[src/verilog/frame_check_defs.vh]
// Constants for the serial frame checksum inserter
`ifndef FRAME_CHECK_DEFS_VH
`define FRAME_CHECK_DEFS_VH
`define XOR_INIT        8'h00
`define ASCII_ZERO      8'h30
`define ASCII_A_MINUS10 8'h37
`define NIBBLE_TEN      4'hA
`define ST_IDLE         3'h0
`define ST_HEAD         3'h1
`define ST_BODY         3'h2
`define ST_HI           3'h3
`define ST_LO           3'h4
`define ST_DELIM        3'h5
`endif

[src/verilog/serial_frame_checksum_inserter.v]
// Streaming checksum inserter for outgoing read-result frames
`timescale 1ns/1ps
`include "frame_check_defs.vh"
module serial_frame_checksum_inserter
(
	input  wire       core_clk,
	input  wire       rst_n,
	input  wire       checksum_enable,
	input  wire       plc_link_mode,
	input  wire       frame_is_command,
	input  wire       in_valid,
	input  wire [7:0] in_data,
	input  wire       in_head,
	input  wire       in_delim,
	output wire       in_ready,
	output reg        out_valid,
	output reg  [7:0] out_data,
	input  wire       out_ready
);
	// ==================================================================
	// Reset release
	reg        rst_meta_q;
	reg        rst_sync_q;
	always @(posedge core_clk or negedge rst_n)
	begin
		if (!rst_n)
		begin
			rst_meta_q <= 1'b0;
			rst_sync_q <= 1'b0;
		end
		else
		begin
			rst_meta_q <= 1'b1;
			rst_sync_q <= rst_meta_q;
		end
	end

	// ==================================================================
	// Frame state
	// Idle and body share the default branch: both accept stream bytes
	localparam [2:0] ST_IDLE  = `ST_IDLE;
	localparam [2:0] ST_BODY  = `ST_BODY;
	localparam [2:0] ST_HI    = `ST_HI;
	localparam [2:0] ST_LO    = `ST_LO;
	localparam [2:0] ST_DELIM = `ST_DELIM;

	// Registers and their next values
	reg  [2:0] state_q;
	reg  [2:0] state_d;
	reg  [7:0] sum_q;
	reg  [7:0] sum_d;
	reg  [7:0] delim_q;
	reg  [7:0] delim_d;
	reg        add_q;
	reg        add_d;
	reg        out_valid_d;
	reg  [7:0] out_data_d;

	// Checksum characters and handshake terms
	wire [7:0] hi_char;
	wire [7:0] lo_char;
	wire       slot_free;
	wire       inserting;
	wire       take;

	// ==================================================================
	// Hex encoding of the running sum
	// Both digits are decoded all the time; the state picks which one leaves.
	// The sum is frozen once the delimiter is taken, so both digits agree.
	// encode both nibbles
	hex_char_encoder u_hi
	(
		.nibble (sum_q[7:4]),
		.ascii  (hi_char)
	);

	hex_char_encoder u_lo
	(
		.nibble (sum_q[3:0]),
		.ascii  (lo_char)
	);

	// ==================================================================
	// Input handshake
	// The output register is the only storage, so input waits for it.
	// Input also stalls for the whole insertion: the checksum chars and the
	// held delimiter use the same output slot, and a byte taken then is lost.
	// in_ready is combinational on purpose: a registered ready would need a
	// skid register, which the stream does not have room for.
	assign slot_free = !out_valid || out_ready;
	assign inserting = (state_q == ST_HI) || (state_q == ST_LO) || (state_q == ST_DELIM);
	assign in_ready  = slot_free && !inserting && rst_sync_q;
	assign take      = in_valid && in_ready;

	// ==================================================================
	// Next-state logic
	// Defaults hold every register; the output byte drops once consumed.
	always @*
	begin
		state_d     = state_q;
		sum_d       = sum_q;
		delim_d     = delim_q;
		add_d       = add_q;
		out_valid_d = out_valid && !out_ready;
		out_data_d  = out_data;
		case (state_q)
			ST_HI:
			begin
				// High-order digit leaves first
				if (slot_free)
				begin
					out_valid_d = 1'b1;
					out_data_d  = hi_char;
					state_d     = ST_LO;
				end
			end
			ST_LO:
			begin
				// Low-order digit follows at once
				if (slot_free)
				begin
					out_valid_d = 1'b1;
					out_data_d  = lo_char;
					state_d     = ST_DELIM;
				end
			end
			ST_DELIM:
			begin
				if (slot_free)
				begin
					out_valid_d = 1'b1;
					out_data_d  = delim_q;
					state_d     = ST_IDLE;
				end
			end
			default:
			begin
				// Stream bytes pass through with one cycle of latency
				if (take)
				begin
					out_valid_d = 1'b1;
					out_data_d  = in_data;
					if (in_head)
					begin
						sum_d   = `XOR_INIT;
						add_d   = checksum_enable && !frame_is_command && !plc_link_mode;
						state_d = ST_BODY;
					end
					else if (in_delim)
					begin
						// Hold delimiter back until checksum chars are sent
						if (add_q)
						begin
							out_valid_d = 1'b0;
							delim_d     = in_data;
							state_d     = ST_HI;
						end
						else
							state_d = ST_IDLE;
					end
					else
					begin
						sum_d = sum_q ^ in_data;
					end
				end
			end
		endcase
	end

	// ==================================================================
	// Registers
	// Reset branch loads constants only; the synchronised copy of reset
	// keeps the stream idle for two more edges so nothing is taken half-reset.
	// Limitation: a frame without a header reuses the last latched mode.
	always @(posedge core_clk or negedge rst_n)
	begin
		if (!rst_n)
		begin
			state_q   <= ST_IDLE;
			sum_q     <= `XOR_INIT;
			delim_q   <= `XOR_INIT;
			add_q     <= 1'b0;
			out_valid <= 1'b0;
			out_data  <= `XOR_INIT;
		end
		else if (!rst_sync_q)
		begin
			state_q   <= ST_IDLE;
			out_valid <= 1'b0;
		end
		else
		begin
			state_q   <= state_d;
			sum_q     <= sum_d;
			delim_q   <= delim_d;
			add_q     <= add_d;
			out_valid <= out_valid_d;
			out_data  <= out_data_d;
		end
	end
endmodule // serial_frame_checksum_inserter

[src/verilog/hex_char_encoder.v]
// Nibble to ASCII hexadecimal character encoder
`timescale 1ns/1ps
`include "frame_check_defs.vh"
module hex_char_encoder
(
	input  wire [3:0] nibble,
	output wire [7:0] ascii
);
	assign ascii = (nibble < `NIBBLE_TEN) ? ({4'h0, nibble} + `ASCII_ZERO) : ({4'h0, nibble} + `ASCII_A_MINUS10);
endmodule // hex_char_encoder

[config.mk]
export PLATFORM = sky130hd
export DESIGN_NAME = serial_frame_checksum_inserter
export DESIGN_NICKNAME = d
export VERILOG_FILES = /design/src/verilog/serial_frame_checksum_inserter.v /design/src/verilog/hex_char_encoder.v
export VERILOG_INCLUDE_DIRS = /design/src /design/src/verilog
export SDC_FILE = /design/constraint.sdc
export NUM_CORES = 1
export LEC_CHECK = 0
export BUFFER_PORTS_ARGS = -buffer_cell sky130_fd_sc_hd__buf_2
export CAP_MARGIN = 20
export CORE_UTILIZATION = 45
export CTS_CLUSTER_SIZE = 16
export DETAILED_ROUTE_END_ITERATION = 10
export PLACE_DENSITY = 0.68
export SLEW_MARGIN = 20
export SYNTH_ARGS = -nofsm -noshare
export SYNTH_HDL_FRONTEND = slang
export SYNTH_HIERARCHICAL = 1
export SYNTH_SLANG_ARGS = --single-unit
[constraint.sdc]
create_clock -name core_clk -period 2.17 [get_ports core_clk]
set_clock_uncertainty 0.05 [all_clocks]
set_input_delay 0.217 -clock core_clk [delete_from_list [all_inputs] [get_ports core_clk]]
set_output_delay 0.217 -clock core_clk [all_outputs]
set_load 0.1 [all_outputs]
* Yosys cells after proc, flatten, opt, wreduce, memory -nomap -nowiden
Index checks and enable logic that the tools add are counted.
** Operators by class
- Add/subtract/negate cells :: 4
- Order comparisons :: 2
- Equal/unequal tests :: 12
- Muxes and demuxes :: 25
- Bitwise operators :: 3
- Reduce and logical (&&, ||, !) cells :: 21
** Operators with widths (count)
- 8-bit two-way mux :: 8
- 4-bit by 6-bit adder with 7-bit output (second input constant) :: 4
- 8-bit one-hot mux with 3 select lines :: 1
- 3-bit two-way mux :: 7
- 5-bit AND reduction :: 2
- 3-bit != test (second input constant) :: 3
- 3-bit one-hot mux with 3 select lines :: 1
- 4-bit < comparator (second input constant) :: 2
- 2-bit != test (second input constant) :: 4
- 4-bit AND reduction :: 2
- 8-bit XOR :: 1
- 1-bit two-way mux :: 7
- 3-bit equality test (second input constant) :: 2
- 1-bit logical AND :: 6
- 6-bit by 3-bit != test with 1-bit output (second input constant) :: 1
- 6-bit AND reduction :: 1
- 1-bit zero test :: 5
- 5-bit by 1-bit != test with 1-bit output (second input constant) :: 1
- 4-bit nonzero test :: 1
- 3-bit by 2-bit equality test with 1-bit output (second input constant) :: 1
- 1-bit logical OR :: 3
- 3-bit OR reduction :: 1
- 2-bit two-way mux :: 1
- 1-bit NOT :: 2
** Word-level totals
- Register bits :: 31
- Output and inout bits :: 10
- Logic and storage cells :: 75

* Depth between registers and ports, before layout
- Word-level depth :: 10
- Depth in mapped cells :: 7
- Gate-level depth less buffers :: 7

* Modules after synthesis
Netlist, hierarchy kept.
** Modules (own cells, without submodules)
- serial_frame_checksum_inserter :: instances 1, cells each 179, area an instance 1710.4 sq um, seq. area each 775.7 sq um
- hex_char_encoder :: instances 2, cells each 16, area an instance 105.1 sq um, seq. area each 0.0 sq um

* Worst setup path before layout
No wires, ideal clock.
- Kind :: flip-flop to flip-flop
- Start point :: reg out_valid
- End point :: reg sum_q[2]
- Library setup time :: 0.124 ns
- Arrival :: 2.627 ns
- Required time :: 1.996 ns
- Slack :: -0.631 ns
- Stages on the path, launching flop included :: 7
- Path buffers :: 1
- Clock period less this slack :: 2.801 ns
- Cells stage by stage :: dfrtp_1 nor2b_1 or4_1 buf_2 inv_2 nand2_1 a211o_1
** Between the ends
- Word-level cells in the longest chain between the ends :: 6
** RTL lines
- start, declared :: line serial_frame_checksum_inserter.v:16 : output reg out_valid,
- start signal, assigned :: line serial_frame_checksum_inserter.v:197 : out_valid <= out_valid_d;
- 1-bit zero test :: line serial_frame_checksum_inserter.v:90 : assign slot_free = !out_valid || out_ready;
- 1-bit logical OR :: line serial_frame_checksum_inserter.v:90
- 1-bit logical AND (2 in series) :: line serial_frame_checksum_inserter.v:92 : assign in_ready = slot_free && !inserting && rst_sync_q;
- named net in_ready :: line serial_frame_checksum_inserter.v:15 : output wire in_ready,
- 1-bit logical AND :: line serial_frame_checksum_inserter.v:93 : assign take = in_valid && in_ready;
- 4-bit AND reduction (no line)
- end signal, assigned :: line serial_frame_checksum_inserter.v:180 : sum_q <= `XOR_INIT;
- end signal, assigned :: line serial_frame_checksum_inserter.v:194 : sum_q <= sum_d;
- end, declared :: line serial_frame_checksum_inserter.v:50 : reg [7:0] sum_q;
The timed path passes the listed nets, and every way through them passes these cells.
A chain may end at the register's enable or synchronous reset.

* Worst setup path in the final report
- Start point :: reg out_valid
- End point :: out in_ready
** Between the ends
- Word-level cells in the longest chain between the ends :: 4
** RTL lines (line)
- 1-bit zero test :: serial_frame_checksum_inserter.v:90
- 1-bit logical OR :: serial_frame_checksum_inserter.v:90
- 1-bit logical AND (2 in series) :: serial_frame_checksum_inserter.v:92
- end, declared :: serial_frame_checksum_inserter.v:15
Every way passes these cells.

==> impl_summary.log <==
[metrics] YS warnings: 6
[metrics] actual transition at the worst max-transition pin: around 0.72 ns
[metrics] Setup crit start kind: flop
[metrics] f_max: 471 MHz
[metrics] cell types occupying the most area after synthesis: sky130_fd_sc_hd__dfrtp_1, sky130_fd_sc_hd__mux2i_1, sky130_fd_sc_hd__mux2_2, sky130_fd_sc_hd__a21oi_1, sky130_fd_sc_hd__o32a_1
[metrics] critical path's largest stage delay: around 0.53 ns
[metrics] flops & latches, synth: 31
[metrics] Yosys top cell by area: sky130_fd_sc_hd__dfrtp_1
[metrics] fin cells: just under 300
[metrics] Rows: 23
[metrics] Diodes inserted: 0
[metrics] count of different cell masters after synthesis: 41
[metrics] Global Route met2 Usage: 0.355
[metrics] CTS Buffer Depth: 2
[metrics] clock latency on the worst-skew pair: just under 0.3 ns
[metrics] detailed-router iteration count before antenna repair: 4
[metrics] die outline width: about 67 microns
[metrics] share of the clock period used by the worst path: 0.977
[metrics] overall global routing resource usage: 0.227
[metrics] kind of cell adding the most delay to the critical path: simple AND/OR/NAND/NOR gates
[metrics] Starting Density: 0.473
[metrics] fraction of power spent switching nets: 0.406
[metrics] Arr. time, crit path: 1.85 ns
[metrics] post-CTS clock slew at the launch and capture registers of the worst setup and hold paths: 0.07 ns
[metrics] cell at the slowest stage of the critical path: sky130_fd_sc_hd__or4_4
[metrics] number of synthesized flops with an enable pin: 0
[metrics] synthesized area per cell: a little over 9 sq um
[metrics] worst-case headroom to the max-slew limit: 0.517
[metrics] cell-by-cell trace of the critical path: nor2b_4 > or4_4 > buf_4 > inv_8 > buf_12
[metrics] area added between synthesis and finish: 19.9%
[metrics] top-level I/O count: 27
[metrics] DRC errors left: 0
[metrics] depth of the CTS H-tree: 2
[metrics] mean routed wirelength per cell: around 16 microns
[metrics] portion of the post-synthesis area used by sequential elements: 0.404
[metrics] CTS root buffer: sky130_fd_sc_hd__clkbuf_8
[metrics] classification of the worst-slack hold path: input port to flop
[metrics] maximum number of pins on one net before global-route repair: 32
[metrics] global-route congestion overflow total: 0
[metrics] Die ar.: ~4500 sq um
[metrics] DR vias: ~1,700
[metrics] cell area after synthesis: 1920 sq um
[metrics] Worst VDD drop: between 0.0005 and 0.0006 V
[metrics] number of global-route vias before repair: 1,478
[metrics] number of I/O port buffers: 26
[metrics] largest driver fanout on the critical path: 8
[metrics] Syn Inst Count: about 210
[metrics] first-pass GRT wire length: 7.36 mm
[metrics] post-synthesis net count: between 200 and 250
[metrics] category of the worst setup path capture point: primary output
[metrics] critical path type: flop to primary output
[metrics] total half-perimeter wirelength after legalization and detailed placement: approximately 3.3 mm
[metrics] top-area cell type share of the netlist area: 0.404
[metrics] number of fill cells in the layout: roughly 370
[metrics] CTS tree: yes
[metrics] cell internal power dissipation: 1.29 mW
[metrics] Buffers & Inverters on Critical Path: 3
[metrics] Critical Path RT: approximately 1.9 ns
[metrics] power share of the combinational group: 0.387
[metrics] global-route track usage on met3: 0.0507
[metrics] most used standard cells in the synthesized netlist: sky130_fd_sc_hd__dfrtp_1, sky130_fd_sc_hd__a21oi_1, sky130_fd_sc_hd__inv_1, sky130_fd_sc_hd__nor2_1, sky130_fd_sc_hd__o21ai_0
[metrics] final net count: 263
[metrics] count of antenna-violating nets left after detailed routing: 0
[metrics] max-cap viol count: 0
[metrics] most frequent cell after synthesis: sky130_fd_sc_hd__dfrtp_1
[metrics] final critical delay including setup and external delays: ~2.1 ns
[metrics] routing layer with the top usage in global route: met2
[metrics] number of antenna violations at the first check in global routing: 0
[metrics] placer congestion estimate: 0.834
[metrics] final core utilization: 0.568
[metrics] reported leakage power: 1.03 nW
[metrics] fraction of met1 tracks used by global routing: 0.311
[metrics] Switch Pwr: between 800 and 900 uW
[metrics] power density of the placed cells: ~950 nW/um^2
[metrics] height of the chip: approximately 67 microns
[metrics] async set-or-reset flop fraction in the synthesized netlist: 1.00
[metrics] final hold vios: 0
[metrics] part of the power in registers: 0.378
[metrics] share of cells above drive strength 1: 0.245
[metrics] number of clock buffers inserted by TritonCTS: 5
[metrics] Iteration-0 DRC Markers: 94
[metrics] unrepaired setup endpoints after global routing: no
[metrics] status: completed
[metrics] detailed-route vias per instance: roughly 5.7
[metrics] Setup Viol. Count Final: 0
[metrics] pins over their slew limit: 0
[metrics] clock power share: 0.236
[metrics] total clock sinks: 31
[metrics] total placed cells including tap cells: approximately 290
[metrics] drt total wl: approximately 4.7 mm
[metrics] top flip-flop cell by instance count after synthesis: sky130_fd_sc_hd__dfrtp_1
[metrics] core area: roughly 4000 sq um
==> per-layer routing <==
metal,vias to the layer above,wire length [microns]
met1,804,2240
li1,817,-
met5,-,0
met4,0,61
met3,6,187
met2,40,2230
==> worst paths after layout <==
| path | cells past startpoint | startpoint | endpoint | slack [ns] |
|---|---|---|---|---|
| max | 5 | out_valid$_DFF_PN0_ | in_ready | 0.05 |
| max reg2reg | 6 | out_valid$_DFF_PN0_ | sum_q[5]$_DFFE_PN0P_ | 0.16 |
| max in group asynchronous | 2 | rst_n | out_valid$_DFF_PN0_ | 1.05 |
| min reg2reg | 0 | rst_meta_q$_DFF_PN0_ | rst_sync_q$_DFF_PN0_ | 0.30 |
| min | 2 | in_data[4] | delim_q[4]$_DFFE_PN0P_ | 0.12 |
| min in group asynchronous | 2 | rst_n | delim_q[3]$_DFFE_PN0P_ | 0.47 |
==> what timing repair did <==
| item | in CTS | in global routing |
|---|---|---|
| hold endpoints to repair | 31 | 0 |
| setup endpoints to repair | 1 | 0 |
| resized for setup | 1 | 0 |
| setup buffers | 1 | 0 |
| hold buffers | 1 | 0 |
==> power by group through the flow <==
| stage | sequential, mW | clock, mW | combinational, mW |
|---|---|---|---|
| finish | 0.822 | 0.513 | 0.842 |
| detailed placement | 0.828 | 0 | 0.832 |
| CTS | 0.818 | 0.519 | 0.842 |
| floorplan | 1.03 | 0 | 0.412 |
| global route | 0.838 | 0.546 | 0.903 |
| global placement | 0.827 | 0 | 0.822 |
==> final cells by class <==
class	instances	area, sq um	share of cell area
Sequential cell	31	779	0.338
Inverter	17	71.3	0.0310
Tap cell	50	62.6	0.0272
Clock buffer	8	100	0.0435
Timing Repair Buffer	38	250	0.109
Multi-Input combinational cell	151	1040	0.451
==> cell usage in the layout, fill, tap and decap left out, types with 3 or more instances in the layout <==
cell type and count:
sky130_fd_sc_hd__dfrtp_1 30, sky130_fd_sc_hd__o211ai_1 3, sky130_fd_sc_hd__o21ai_0 14, sky130_fd_sc_hd__nand3_1 5, sky130_fd_sc_hd__nand2_1 11, sky130_fd_sc_hd__buf_4 10
sky130_fd_sc_hd__nor2_1 14, sky130_fd_sc_hd__nor3b_1 7, sky130_fd_sc_hd__buf_2 25, sky130_fd_sc_hd__conb_1 3, sky130_fd_sc_hd__a211o_1 5, sky130_fd_sc_hd__a21oi_1 16
sky130_fd_sc_hd__mux2i_1 9, sky130_fd_sc_hd__inv_1 16, sky130_fd_sc_hd__clkbuf_8 7, sky130_fd_sc_hd__and4_1 5, sky130_fd_sc_hd__mux2_2 8, sky130_fd_sc_hd__nand2_2 3
sky130_fd_sc_hd__nor2b_1 6, sky130_fd_sc_hd__o32a_1 8, sky130_fd_sc_hd__nand2b_1 7
==> flip-flops by register name, summed over array words and instances (netlist names) <==
signal and cells:
delim_q 8, rst_sync_q 1, state_q 3, sum_q 8, out_valid 1, out_data 8, add_q 1, rst_meta_q 1
==> through the flow <==
step | hold WS, ns | power, mW | instance area, sq um | setup TNS (ns) | setup WS [ns]
floorplan | -0.129 | 1.45 | 1940 | -0.799 | -0.0805
global placement | 0.255 | 1.65 | 2180 | 0 | 0.139
detailed placement | 0.264 | 1.66 | 2180 | 0 | 0.120
CTS | 0.118 | 2.18 | 2300 | 0 | 0.0369
global route | 0.126 | 2.29 | 2300 | 0 | 0.00968
finish | 0.121 | 2.18 | 2300 | 0 | 0.0491
==> cells by family (layout without fill, tap and decap cells) <==
family	after synthesis	count (layout)	synth area share
XOR/XNOR	2	2	0.00912
buffers and inverters	29	63	0.0619
adder cells (fa/ha/maj)	2	2	0.0130
other	3	3	0.00586
AO/OA/AOI/OAI	58	58	0.200
flip-flops	31	31	0.404
AND/OR/NAND/NOR	67	67	0.201
multiplexers	19	19	0.106
(Power assumes the default switching activity.)
